<file path="src/include/ecr_ctrl_pkg.sv">
// constants for the parallel port extended control logic
// assumes a single 200 MHz core clock domain
package ecr_ctrl_pkg;
  // mode field encodings
  typedef enum logic [2:0] {
    mode_isa = 3'h0,
    mode_ps2 = 3'h1,
    mode_isa_fifo = 3'h2,
    mode_ecp = 3'h3,
    mode_rsvd4 = 3'h4,
    mode_rsvd5 = 3'h5,
    mode_test = 3'h6,
    mode_config = 3'h7
  } port_mode_e;
  // bit positions inside the extended control register
  localparam int mode_lsb = 5;
  localparam int fault_irq_disable_bit = 4;
  localparam int dma_transfer_on_bit = 3;
  localparam int service_irq_ctl_bit = 2;
  localparam int queue_full_flag_bit = 1;
  localparam int queue_empty_flag_bit = 0;
  // reset values
  localparam logic [2:0] mode_reset = 3'h0;
  localparam logic fault_irq_disable_reset = 1'b1;
  localparam logic dma_transfer_on_reset = 1'b0;
  localparam logic service_irq_ctl_reset = 1'b1;
  // fifo geometry and service threshold
  localparam int fifo_depth = 16;
  localparam logic [4:0] fifo_full_count = 5'h10;
  localparam logic [4:0] service_threshold = 5'h08;
endpackage

</file>
<file path="src/include/ecr_event_if.sv">
// carrier for sampled event pulses and the fault level between the top and the edge detector
// assumes both ends run on core_clk
`timescale 1ns/1ps
`default_nettype none
interface ecr_event_if;
  logic fault_fall;
  logic tc_rise;
  logic fault_active;
  modport detect (output fault_fall, output tc_rise, output fault_active);
  modport use_side (input fault_fall, input tc_rise, input fault_active);
endinterface
`default_nettype wire
</file>
<file path="src/core/ecr_ctrl.sv">
// extended control register low bits: fault, dma and service interrupts
// assumes register strobes and fifo status come from core_clk logic
`timescale 1ns/1ps
`default_nettype none
module ecr_ctrl (
  // clock and reset
  input wire logic core_clk,
  input wire logic rst_b,
  // register port
  input wire logic reg_write,
  input wire logic [7:0] reg_wdata,
  output logic [7:0] reg_rdata,
  // port control inputs
  input wire logic ack_pulse_irq_on,
  input wire logic ack_pulse_event,
  input wire logic reverse_dir,
  // fifo status from the datapath
  input wire logic [4:0] fifo_count,
  input wire logic fifo_overrun,
  input wire logic fifo_underrun,
  output logic fifo_reset,
  output logic [2:0] port_mode,
  // dma pins
  input wire logic fifo_dma_want,
  input wire logic port_dma_acknowledge,
  input wire logic term_count,
  output logic port_dma_request_o,
  output logic port_dma_request_oe,
  // peripheral fault pin, active low
  input wire logic fault_b,
  // host interrupt pin
  output logic irq_o,
  output logic irq_oe
);
  import ecr_ctrl_pkg::*;

  // ---------------------------------------------------------------
  // reset release
  // ---------------------------------------------------------------
  // a reset that lets go close to a clock edge must not free the
  // flops on different cycles, hence the two-stage release
  logic [1:0] rst_pipe;
  logic rst_sync_b;

  always_ff @(posedge core_clk or negedge rst_b) begin
    if (!rst_b) begin
      rst_pipe <= 2'h0;
    end else begin
      rst_pipe <= {rst_pipe[0], 1'b1};
    end
  end
  assign rst_sync_b = rst_pipe[1];

  // ---------------------------------------------------------------
  // pin sampling
  // ---------------------------------------------------------------
  // fault and terminal count are asynchronous to core_clk; only their
  // synchronised edges and the synchronised fault level reach the interrupt logic below
  ecr_event_if ev ();

  ecr_pin_sampler u_sampler (
    .core_clk(core_clk),
    .rst_sync_b(rst_sync_b),
    .fault_b(fault_b),
    .term_count(term_count),
    .ev(ev.detect)
  );

  // ---------------------------------------------------------------
  // control fields
  // ---------------------------------------------------------------
  port_mode_e mode;
  logic fault_irq_disable;
  logic dma_transfer_on;
  logic service_irq_ctl;
  logic fifo_error;
  logic tc_pending;
  logic err_pending;
  logic irq_latch;

  port_mode_e wr_mode;
  logic wr_fault_dis;
  logic wr_dma_on;
  logic wr_service;
  logic to_compat;
  logic was_compat;
  logic mode_allowed;
  logic fault_reenable;
  logic dma_cleared;

  assign wr_mode = port_mode_e'(reg_wdata[mode_lsb +: 3]);
  assign wr_fault_dis = reg_wdata[fault_irq_disable_bit];
  assign wr_dma_on = reg_wdata[dma_transfer_on_bit];
  assign wr_service = reg_wdata[service_irq_ctl_bit];
  assign to_compat = reg_write &&
    (wr_mode == mode_isa || wr_mode == mode_ps2);
  assign was_compat = (mode == mode_isa || mode == mode_ps2);
  // from a non-compatible mode only a return to 000/001 is accepted
  assign mode_allowed = was_compat || to_compat;
  assign fault_reenable = reg_write && fault_irq_disable && !wr_fault_dis;
  assign dma_cleared = reg_write && !wr_dma_on;

  // ---------------------------------------------------------------
  // service conditions
  // ---------------------------------------------------------------
  logic fifo_err_event;
  logic tc_event;
  logic thresh_hit;
  logic thresh_last;
  logic thresh_event;
  logic service_cond;
  logic fault_event;
  logic next_service;

  assign fifo_err_event = fifo_overrun | fifo_underrun;
  assign tc_event = dma_transfer_on & ev.use_side.tc_rise;
  // edge detection keeps a fifo that sits at the threshold from
  // raising a fresh service event on every cycle
  // forward: free slots reach threshold; reverse: stored bytes reach it
  assign thresh_hit = !dma_transfer_on && (reverse_dir ?
    (fifo_count >= service_threshold) :
    ((fifo_full_count - fifo_count) >= service_threshold));
  assign thresh_event = thresh_hit & ~thresh_last;
  assign service_cond = tc_event | thresh_event | fifo_err_event;

  // fault interrupts only in ecp mode: on a fault edge while not disabled, or on the write that clears the disable bit with the fault active
  assign fault_event = (mode == mode_ecp) && ((!fault_irq_disable &&
    ev.use_side.fault_fall) ||
    (fault_reenable && ev.use_side.fault_active));

  // hardware set wins over a software write in the same cycle
  always_comb begin
    next_service = service_irq_ctl;
    if (reg_write) begin
      next_service = wr_service;
    end
    if (!service_irq_ctl && service_cond) begin
      next_service = 1'b1;
    end
  end

  // ---------------------------------------------------------------
  // registers
  // ---------------------------------------------------------------
  always_ff @(posedge core_clk or negedge rst_sync_b) begin
    if (!rst_sync_b) begin
      mode <= port_mode_e'(mode_reset);
      fault_irq_disable <= fault_irq_disable_reset;
      dma_transfer_on <= dma_transfer_on_reset;
      service_irq_ctl <= service_irq_ctl_reset;
      thresh_last <= 1'b0;
    end else begin
      if (reg_write && mode_allowed) begin
        mode <= wr_mode;
      end
      if (reg_write) begin
        fault_irq_disable <= wr_fault_dis;
        dma_transfer_on <= wr_dma_on;
      end
      service_irq_ctl <= next_service;
      thresh_last <= thresh_hit;
    end
  end

  // ---------------------------------------------------------------
  // pending interrupt sources
  // ---------------------------------------------------------------
  // these flags hold the host request up after the one-cycle event
  // that raised them; tc_pending also clears on dma off, so software can retire
  // it without losing an error that is still waiting

  // error state: set on overrun/underrun, cleared by return to 000/001
  // it also forces both status flags high, so it is kept even while
  // the service interrupt is masked
  always_ff @(posedge core_clk or negedge rst_sync_b) begin
    if (!rst_sync_b) begin
      fifo_error <= 1'b0;
    end else if (fifo_err_event) begin
      fifo_error <= 1'b1;
    end else if (to_compat) begin
      fifo_error <= 1'b0;
    end
  end

  // the error interrupt is armed only while the service bit is 0;
  // with the bit at 1 the error is still flagged but the pin is quiet
  always_ff @(posedge core_clk or negedge rst_sync_b) begin
    if (!rst_sync_b) begin
      err_pending <= 1'b0;
    end else if (fifo_err_event && !service_irq_ctl) begin
      err_pending <= 1'b1;
    end else if (to_compat) begin
      err_pending <= 1'b0;
    end
  end

  // terminal count interrupt stays pending until dma off or mode 000/001
  always_ff @(posedge core_clk or negedge rst_sync_b) begin
    if (!rst_sync_b) begin
      tc_pending <= 1'b0;
    end else if (tc_event && !service_irq_ctl) begin
      tc_pending <= 1'b1;
    end else if (dma_cleared || to_compat) begin
      tc_pending <= 1'b0;
    end
  end

  // ---------------------------------------------------------------
  // host interrupt
  // ---------------------------------------------------------------
  // ack and fault pulses bypass the service bit; latched so the pin
  // holds the request for a full cycle after a one-cycle event
  logic raise_irq;
  logic next_irq;

  assign raise_irq = fault_event |
    (ack_pulse_irq_on & ack_pulse_event) |
    (!service_irq_ctl & service_cond);
  // with the output disabled the latch still runs, so a request
  // held pending by tc_pending or err_pending in a quiet mode shows once the pin is enabled
  assign next_irq = raise_irq | tc_pending | err_pending;

  always_ff @(posedge core_clk or negedge rst_sync_b) begin
    if (!rst_sync_b) begin
      irq_latch <= 1'b0;
    end else begin
      irq_latch <= next_irq;
    end
  end

  assign irq_o = irq_latch;
  assign irq_oe = ack_pulse_irq_on || mode == mode_isa_fifo ||
    mode == mode_ecp || mode == mode_test;

  // ---------------------------------------------------------------
  // dma request
  // ---------------------------------------------------------------
  // request drops while the acknowledge is held so one byte moves per
  // grant; the datapath re-asserts its want for the next byte
  logic dreq;

  always_ff @(posedge core_clk or negedge rst_sync_b) begin
    if (!rst_sync_b) begin
      dreq <= 1'b0;
    end else begin
      dreq <= dma_transfer_on && fifo_dma_want &&
        !port_dma_acknowledge && !fifo_error;
    end
  end

  // tri-stated with dma off so the channel can serve another device
  assign port_dma_request_o = dreq;
  assign port_dma_request_oe = dma_transfer_on;

  // ---------------------------------------------------------------
  // fifo status and readback
  // ---------------------------------------------------------------
  // flags follow the count live; an error state overrides both so
  // software sees full and empty set together
  logic queue_full_flag;
  logic queue_empty_flag;

  assign queue_full_flag = fifo_error ||
    fifo_count >= fifo_full_count;
  assign queue_empty_flag = fifo_error ||
    fifo_count == 5'h00;
  assign fifo_reset = to_compat;
  assign port_mode = mode;

  always_comb begin
    reg_rdata = 8'h00;
    reg_rdata[mode_lsb +: 3] = mode;
    reg_rdata[fault_irq_disable_bit] = fault_irq_disable;
    reg_rdata[dma_transfer_on_bit] = dma_transfer_on;
    reg_rdata[service_irq_ctl_bit] = service_irq_ctl;
    reg_rdata[queue_full_flag_bit] = queue_full_flag;
    reg_rdata[queue_empty_flag_bit] = queue_empty_flag;
  end
endmodule
`default_nettype wire

</file>
<file path="src/core/ecr_pin_sampler.sv">
// synchronises the fault and terminal count pins and detects their edges
// assumes a synchronous release reset on core_clk
`timescale 1ns/1ps
`default_nettype none
module ecr_pin_sampler (
  // clock and reset
  input wire logic core_clk,
  input wire logic rst_sync_b,
  // raw pins
  input wire logic fault_b,
  input wire logic term_count,
  // sampled events
  ecr_event_if.detect ev
);
  logic [1:0] fault_sync;
  logic [1:0] tc_sync;
  logic fault_last;
  logic tc_last;

  always_ff @(posedge core_clk or negedge rst_sync_b) begin
    if (!rst_sync_b) begin
      fault_sync <= 2'h3;
      tc_sync <= 2'h0;
      fault_last <= 1'b1;
      tc_last <= 1'b0;
    end else begin
      fault_sync <= {fault_sync[0], fault_b};
      tc_sync <= {tc_sync[0], term_count};
      fault_last <= fault_sync[1];
      tc_last <= tc_sync[1];
    end
  end

  // one pulse per edge plus the fault level, only second stage is observed
  assign ev.fault_fall = fault_last & ~fault_sync[1];
  assign ev.tc_rise = ~tc_last & tc_sync[1];
  assign ev.fault_active = ~fault_sync[1];
endmodule
`default_nettype wire

</file>
<file path="config.mk">
export PLATFORM = sky130hd
export DESIGN_NAME = ecr_ctrl
export DESIGN_NICKNAME = d
export VERILOG_FILES = /design/src/include/ecr_ctrl_pkg.sv /design/src/include/ecr_event_if.sv /design/src/core/ecr_ctrl.sv /design/src/core/ecr_pin_sampler.sv
export SDC_FILE = /design/constraint.sdc
export NUM_CORES = 1
export LEC_CHECK = 0
export BUFFER_PORTS_ARGS = -buffer_cell sky130_fd_sc_hd__buf_2
export CORE_ASPECT_RATIO = 1.4
export CORE_MARGIN = 3
export CORE_UTILIZATION = 45
export CTS_CLUSTER_DIAMETER = 120
export CTS_CLUSTER_SIZE = 25
export DETAILED_ROUTE_END_ITERATION = 8
export HOLD_SLACK_MARGIN = 0.1
export MAX_ROUTING_LAYER = met4
export PLACE_DENSITY = 0.8
export SYNTH_ARGS = -nofsm -noshare
export SYNTH_HDL_FRONTEND = slang
export SYNTH_SLANG_ARGS = --single-unit
</file>
<file path="constraint.sdc">
create_clock -name core_clk -period 1.3 [get_ports core_clk]
set_input_delay 0.195 -clock core_clk [delete_from_list [all_inputs] [get_ports core_clk]]
set_output_delay 0.195 -clock core_clk [all_outputs]
set_load 0.01 [all_outputs]
</file>
== After elaboration in Yosys (flattened, before gate mapping) ==
Cells that the tools add are included.

* $add $sub $neg: 1
* $lt $le $gt $ge: 3
* Equality and inequality tests: 5
* Muxes and demuxes: 8
* Bitwise gates (word level): 16
* Reductions and logical operators: 39

{| class="wikitable"
|+ Operator list
! operator !! number
|-
| logical AND 1 bit || 15
|-
| greater-or-equal comparator 5 x 4 -> 1 bit (second input constant) || 2
|-
| logical OR 1 bit || 10
|-
| two-way mux 1 bit || 8
|-
| nonzero test 2 bit || 4
|-
| logical NOT 1 bit || 7
|-
| OR 1 bit || 7
|-
| bitwise AND 1 bit || 6
|-
| equality test 3 x 1 -> 1 bit (second input constant) || 2
|-
| equality test 3 x 2 -> 1 bit (second input constant) || 2
|-
| logical NOT 3 bit || 2
|-
| greater-or-equal comparator 5 bit (second input constant) || 1
|-
| logical NOT 5 bit || 1
|-
| subtractor 5 bit (first input constant) || 1
|-
| equality test 3 bit (second input constant) || 1
|-
| inverter 1 bit || 3
|}

* Flip-flop bits (word level): 20
* Input port bits: 25
* Output and inout bits: 16
* Logic and storage cells: 87

== Longest topological paths before layout ==
* Word-level depth: 11
* Depth in mapped cells: 6
* Depth with buffers taken out: 6

== By module ==
Synthesis repeated with hierarchy kept, for this count alone.

* Cell total of the unflattened synthesis: 86
* Area, all modules: 968.4 um^2

{| class="wikitable"
|+ By module, submodules not included
! module !! times used !! cells an instance !! area an instance (um^2) !! seq. area each (um^2)
|-
| ecr_ctrl || 1 || 77 || 790.8 || 352.8
|-
| ecr_pin_sampler || 1 || 9 || 177.7 || 153.9
|}

== Worst setup path after synthesis ==
Ideal clock, no wire load.

* Path type: input to register
* Start point: input fifo_count[2]
* End point: register irq_latch, in the netlist irq_o
* Setup time: 0.129 ns
* Data arrival time: 1.084 ns
* Required time: 1.171 ns
* Setup slack: 0.087 ns
* Cell stages on the path: 6
* Buffers on the path: 0
* Cells stage by stage: nor4_4 -> ha_1 -> nor2b_1 -> o21ai_2 -> a21oi_2 -> nand3_1

* Word-level cells in the longest chain between the ends: 11
* Elaborated cells between the ends (all ways): 12
* Those cells by class: add/sub: 1; order compare: 2; mux: 1; bitwise: 7; reduce/logical: 1

{| class="wikitable"
|+ Ends and longest elaborated chain
! item !! RTL line !! text
|-
| start: declaration || ecr_ctrl.sv:18 || <nowiki>input wire logic [4:0] fifo_count,</nowiki>
|-
| subtractor 5 bit || ecr_ctrl.sv:122 || <nowiki>((fifo_full_count - fifo_count) >= service_threshold));</nowiki>
|-
| greater-or-equal comparator 5 x 4 -> 1 bit || ecr_ctrl.sv:122 ||
|-
| two-way mux 1 bit * || ecr_ctrl.sv:120 || <nowiki>assign thresh_hit = !dma_transfer_on && (reverse_dir ?</nowiki>
|-
| logical AND 1 bit * || ecr_ctrl.sv:120 ||
|-
| bitwise AND 1 bit * || ecr_ctrl.sv:123 || <nowiki>assign thresh_event = thresh_hit & ~thresh_last;</nowiki>
|-
| OR 1 bit * (2 in series) || ecr_ctrl.sv:124 || <nowiki>assign service_cond = tc_event | thresh_event | fifo_err_event;</nowiki>
|-
| bitwise AND 1 bit * || ecr_ctrl.sv:218 || <nowiki>(!service_irq_ctl & service_cond);</nowiki>
|-
| OR 1 bit * || ecr_ctrl.sv:217 || <nowiki>(ack_pulse_irq_on & ack_pulse_event) |</nowiki>
|-
| OR 1 bit * (2 in series) || ecr_ctrl.sv:221 || <nowiki>assign next_irq = raise_irq | tc_pending | err_pending;</nowiki>
|-
| net next_irq || ecr_ctrl.sv:214 || <nowiki>logic next_irq;</nowiki>
|-
| end signal: assignment || ecr_ctrl.sv:227 || <nowiki>irq_latch <= next_irq;</nowiki>
|-
| end: declaration || ecr_ctrl.sv:79 || <nowiki>logic irq_latch;</nowiki>
|}

Mark *: on every way through the listed nets, which the timed path passes. The rest lies on a longest branch.
A chain may end at the register's enable or synchronous reset.

== Final worst setup path ==
* Start point: register fifo_error
* End point: output reg_rdata[0]

* Word-level cells in the longest chain between the ends: 1

{| class="wikitable"
|+ Ends and longest elaborated chain
! item !! RTL line !! text
|-
| start: declaration || ecr_ctrl.sv:76 || <nowiki>logic fifo_error;</nowiki>
|-
| start signal: assignment || ecr_ctrl.sv:177 || <nowiki>fifo_error <= 1'b0;</nowiki>
|-
| start signal: assignment || ecr_ctrl.sv:179 || <nowiki>fifo_error <= 1'b1;</nowiki>
|-
| start signal: assignment || ecr_ctrl.sv:181 || <nowiki>fifo_error <= 1'b0;</nowiki>
|-
| logical OR 1 bit || ecr_ctrl.sv:265 || <nowiki>assign queue_empty_flag = fifo_error ||</nowiki>
|-
| end: declaration || ecr_ctrl.sv:12 || <nowiki>output logic [7:0] reg_rdata,</nowiki>
|}

Every way passes these cells.

==> impl_metrics.ini <==
[timing]
finalCritPeriodShare_pct = 98.1
setup_viol = 0
fin_crit_ns = 1.28
slew_viol_final = 0
fin_ws_ns = 0.0246
clock_skew_ns = 0.00293
hold_slack_ns = 0.112
hold_viol = 0
fin_tns_setup_ns = 0
fmax_ghz = 0.784
rsz0062_at_grt = yes

[clock_network]
ctsHtreeMaxLevel = 1
root_buffer = clkbuf_4
clock-sinks = 20
insertion_delay_ns = 0.30
cts_tree = yes
cts_buffers = 3
clkSlewWorstSetupHoldPaths_ns = 0.11
cts_buffer_depth = 2

[die]
initial_core_util_pct = 48.2
num_io_pins = 41
die_x_um = 44.9
rows = 19
core_area_mm2 = 0.00197
dieArea_mm2 = 0.00271
die_h_um = 60.4

[synth]
synthesis.area_um2 = 951
avgSynthCellArea_um2 = 11.5
synthCells = 83
synth_compound_area_share_pct = 14.2
yosys_warnings = 0
synth_top_family_by_area = simple AND/OR/NAND/NOR gates
synth_xor_area_share_pct = 0
synthAdderAreaFrac_pct = 2.63
ys_seq_area_share_pct = 53.3
synth_cell_type_count = 33
syn_nets = 110
synth.area.mux_share_pct = 4.61
synthSimpleGateAreaFrac_pct = 15.4
synth_seq_cells = 20

[setup_path]
reg2reg_slack_ns = 0.16
worstPathMaxFanout = 3
cp_data_required_time_ns = 1.11
path_class = register to output port
r2r_end = port_mode[0]
slowest_stage = dfrtp_1
end_kind = output port
startpoint = fifo_error
reg2reg_depth = 3
max_stage_delay_ns = 0.41
critPathBufInv = 1
crit_family = flip-flops
cp.arrival_ns = 1.08
path_cells = or2_4, buf_6
regToRegStartpoint = port_mode[2]
start_kind = register

[grt]
grt_pass1_wl_um = 2970
grt_pass1_vias = 719
grt_use_total_pct = 15.5
grt_max_degree = 12
grt_overflow = 0
antenna_found_initial = 0

[detailed_routing]
drc = 0
top_layer_used = met4
wire_per_inst_um = 12.4
postRouteAntennaNets = 0
drtIter0Drc = 6
wl_um = 1890
viasPerCell = 4.89
dr_wl_met2_um = 982
wl_met3_um = 138
drt-met1-wl_um = 745
drtPass1Iterations = 4
via_count = 744

[placement]
postPlaceCellArea_mm2 = 0.00113
routabilityCongestion = 0.769
placed_cells = 138
post-place-ws_ns = -0.131
dp_hpwl_um = 1450
io_buffers = 38

[finish]
antenna_cells = 0
fill_cells = 170
design_area_mm2 = 0.00128
layout.nets = 159
fin_cells = 152
drive_gt1_share_pct = 51.9
finish.utilization_pct = 64.8
area_growth_pct = 34.5

[power_and_ir_drop]
ir_drop_mv = 0.857
total_power_mw = 1.47
p_leak_nw = 0.627
p_per_area_mw_per_mm2 = 1150

[min_path]
hold_path_class = primary input to register
worstHoldStart = fifo_dma_want
min_to = port_dma_request_o
hold-path-cell-count = 3

[flow_run]
maxCapViolCount = 0

[run_status]
status = completed
-- cells in the final DEF, fill, tap and decap left out, types with 3 or more instances in the layout --
| cell type | instances |
|---|---|
| a21oi_1 | 6 |
| dlygate4sd3_1 | 6 |
| nor2_1 | 4 |
| buf_2 | 35 |
| buf_4 | 9 |
| nand2_1 | 7 |
| dfrtp_1 | 14 |
| dfstp_2 | 5 |
| inv_1 | 5 |
| clkbuf_4 | 3 |
-- timing repair --
action	CTS	global route
buffers inserted	3	2
resized for setup	3	8
setup endpoints to repair	3	5
pin swaps	1	3
hold endpoints to repair	6	0
hold buffers	6	0
-- worst reg2reg max path, cell delays in order (launching register included) --
cell      delay (ns)
dfrtp_1         0.41
nand2b_1        0.18
o21ai_2         0.12
mux2_1          0.33
-- registers in the layout (all words and copies together) (netlist names), 2 cells and up --
signal / flops
u_sampler.fault_sync: 2
rst_pipe: 2
u_sampler.tc_sync: 2
port_mode: 3
-- cells by family (layout without fill, tap and decap cells) --
logic type,Yosys count,count (layout)
buffers and inverters,14,62
other,1,1
multiplexers,4,4
flip-flops,20,20
adder cells (fa/ha/maj),2,2
AND/OR/NAND/NOR,24,24
AO/OA/AOI/OAI,18,18
-- cell type report --
type | count | area (um2) | area share [%]
Sequential cell | 20 | 508 | 39.7
Clock buffer | 4 | 26.3 | 2.05
Inverter | 5 | 18.8 | 1.47
Tap cell | 21 | 26.3 | 2.05
Multi-Input combinational cell | 49 | 359 | 28.1
Timing Repair Buffer | 53 | 340 | 26.6
-- per-layer routing --
| layer | up-vias | global-route usage [%] |
|---|---|---|
| met5 | - | - |
| met3 | 4 | 1.78 |
| met4 | 0 | 7.53 |
| met1 | 340 | 17.2 |
| li1 | 373 | - |
| met2 | 27 | 27.1 |
-- where the power goes --
group	internal, mW	leakage, nW	switching [mW]
combinational	0.212	0.386	0.183
clock	0.120	0.0150	0.182
sequential	0.706	0.227	0.0719
-- cell usage after synthesis (all sizes together) --
cell type	number	area [um2]
mux2i	1	10.0
dfstp	5	131
nor2	5	21.3
o22ai	2	12.5
mux2	3	33.8
nand3	1	5.00
nor2b	1	6.26
a21o	1	7.51
nand4	1	6.26
or2	2	15.0
a2111oi	1	27.5
a21oi	7	38.8
nor3	1	5.00
dfrtp	15	375
nand3b	1	7.51
and2	1	6.26
a211oi	1	7.51
ha	2	25.0
o31a	1	8.76
o21ai	5	32.5
buf	9	71.3
conb	1	3.75
nor4	1	21.3
nand2b	3	26.3
inv	5	18.8
nand2	7	26.3
-- how the worst max path moves through the flow --
stage | cells past startpoint | end | slack [ns]
after detailed placement | 7 | irq_o | -0.13
after floorplan | 6 | irq_o | 0.09
after CTS | 6 | reg_rdata[1] | 0.003
after global routing | 6 | reg_rdata[1] | -0.04
final | 2 | reg_rdata[0] | 0.02
after global placement | 7 | irq_o | -0.08
No activity file was read; power rests on OpenSTA's default activity.
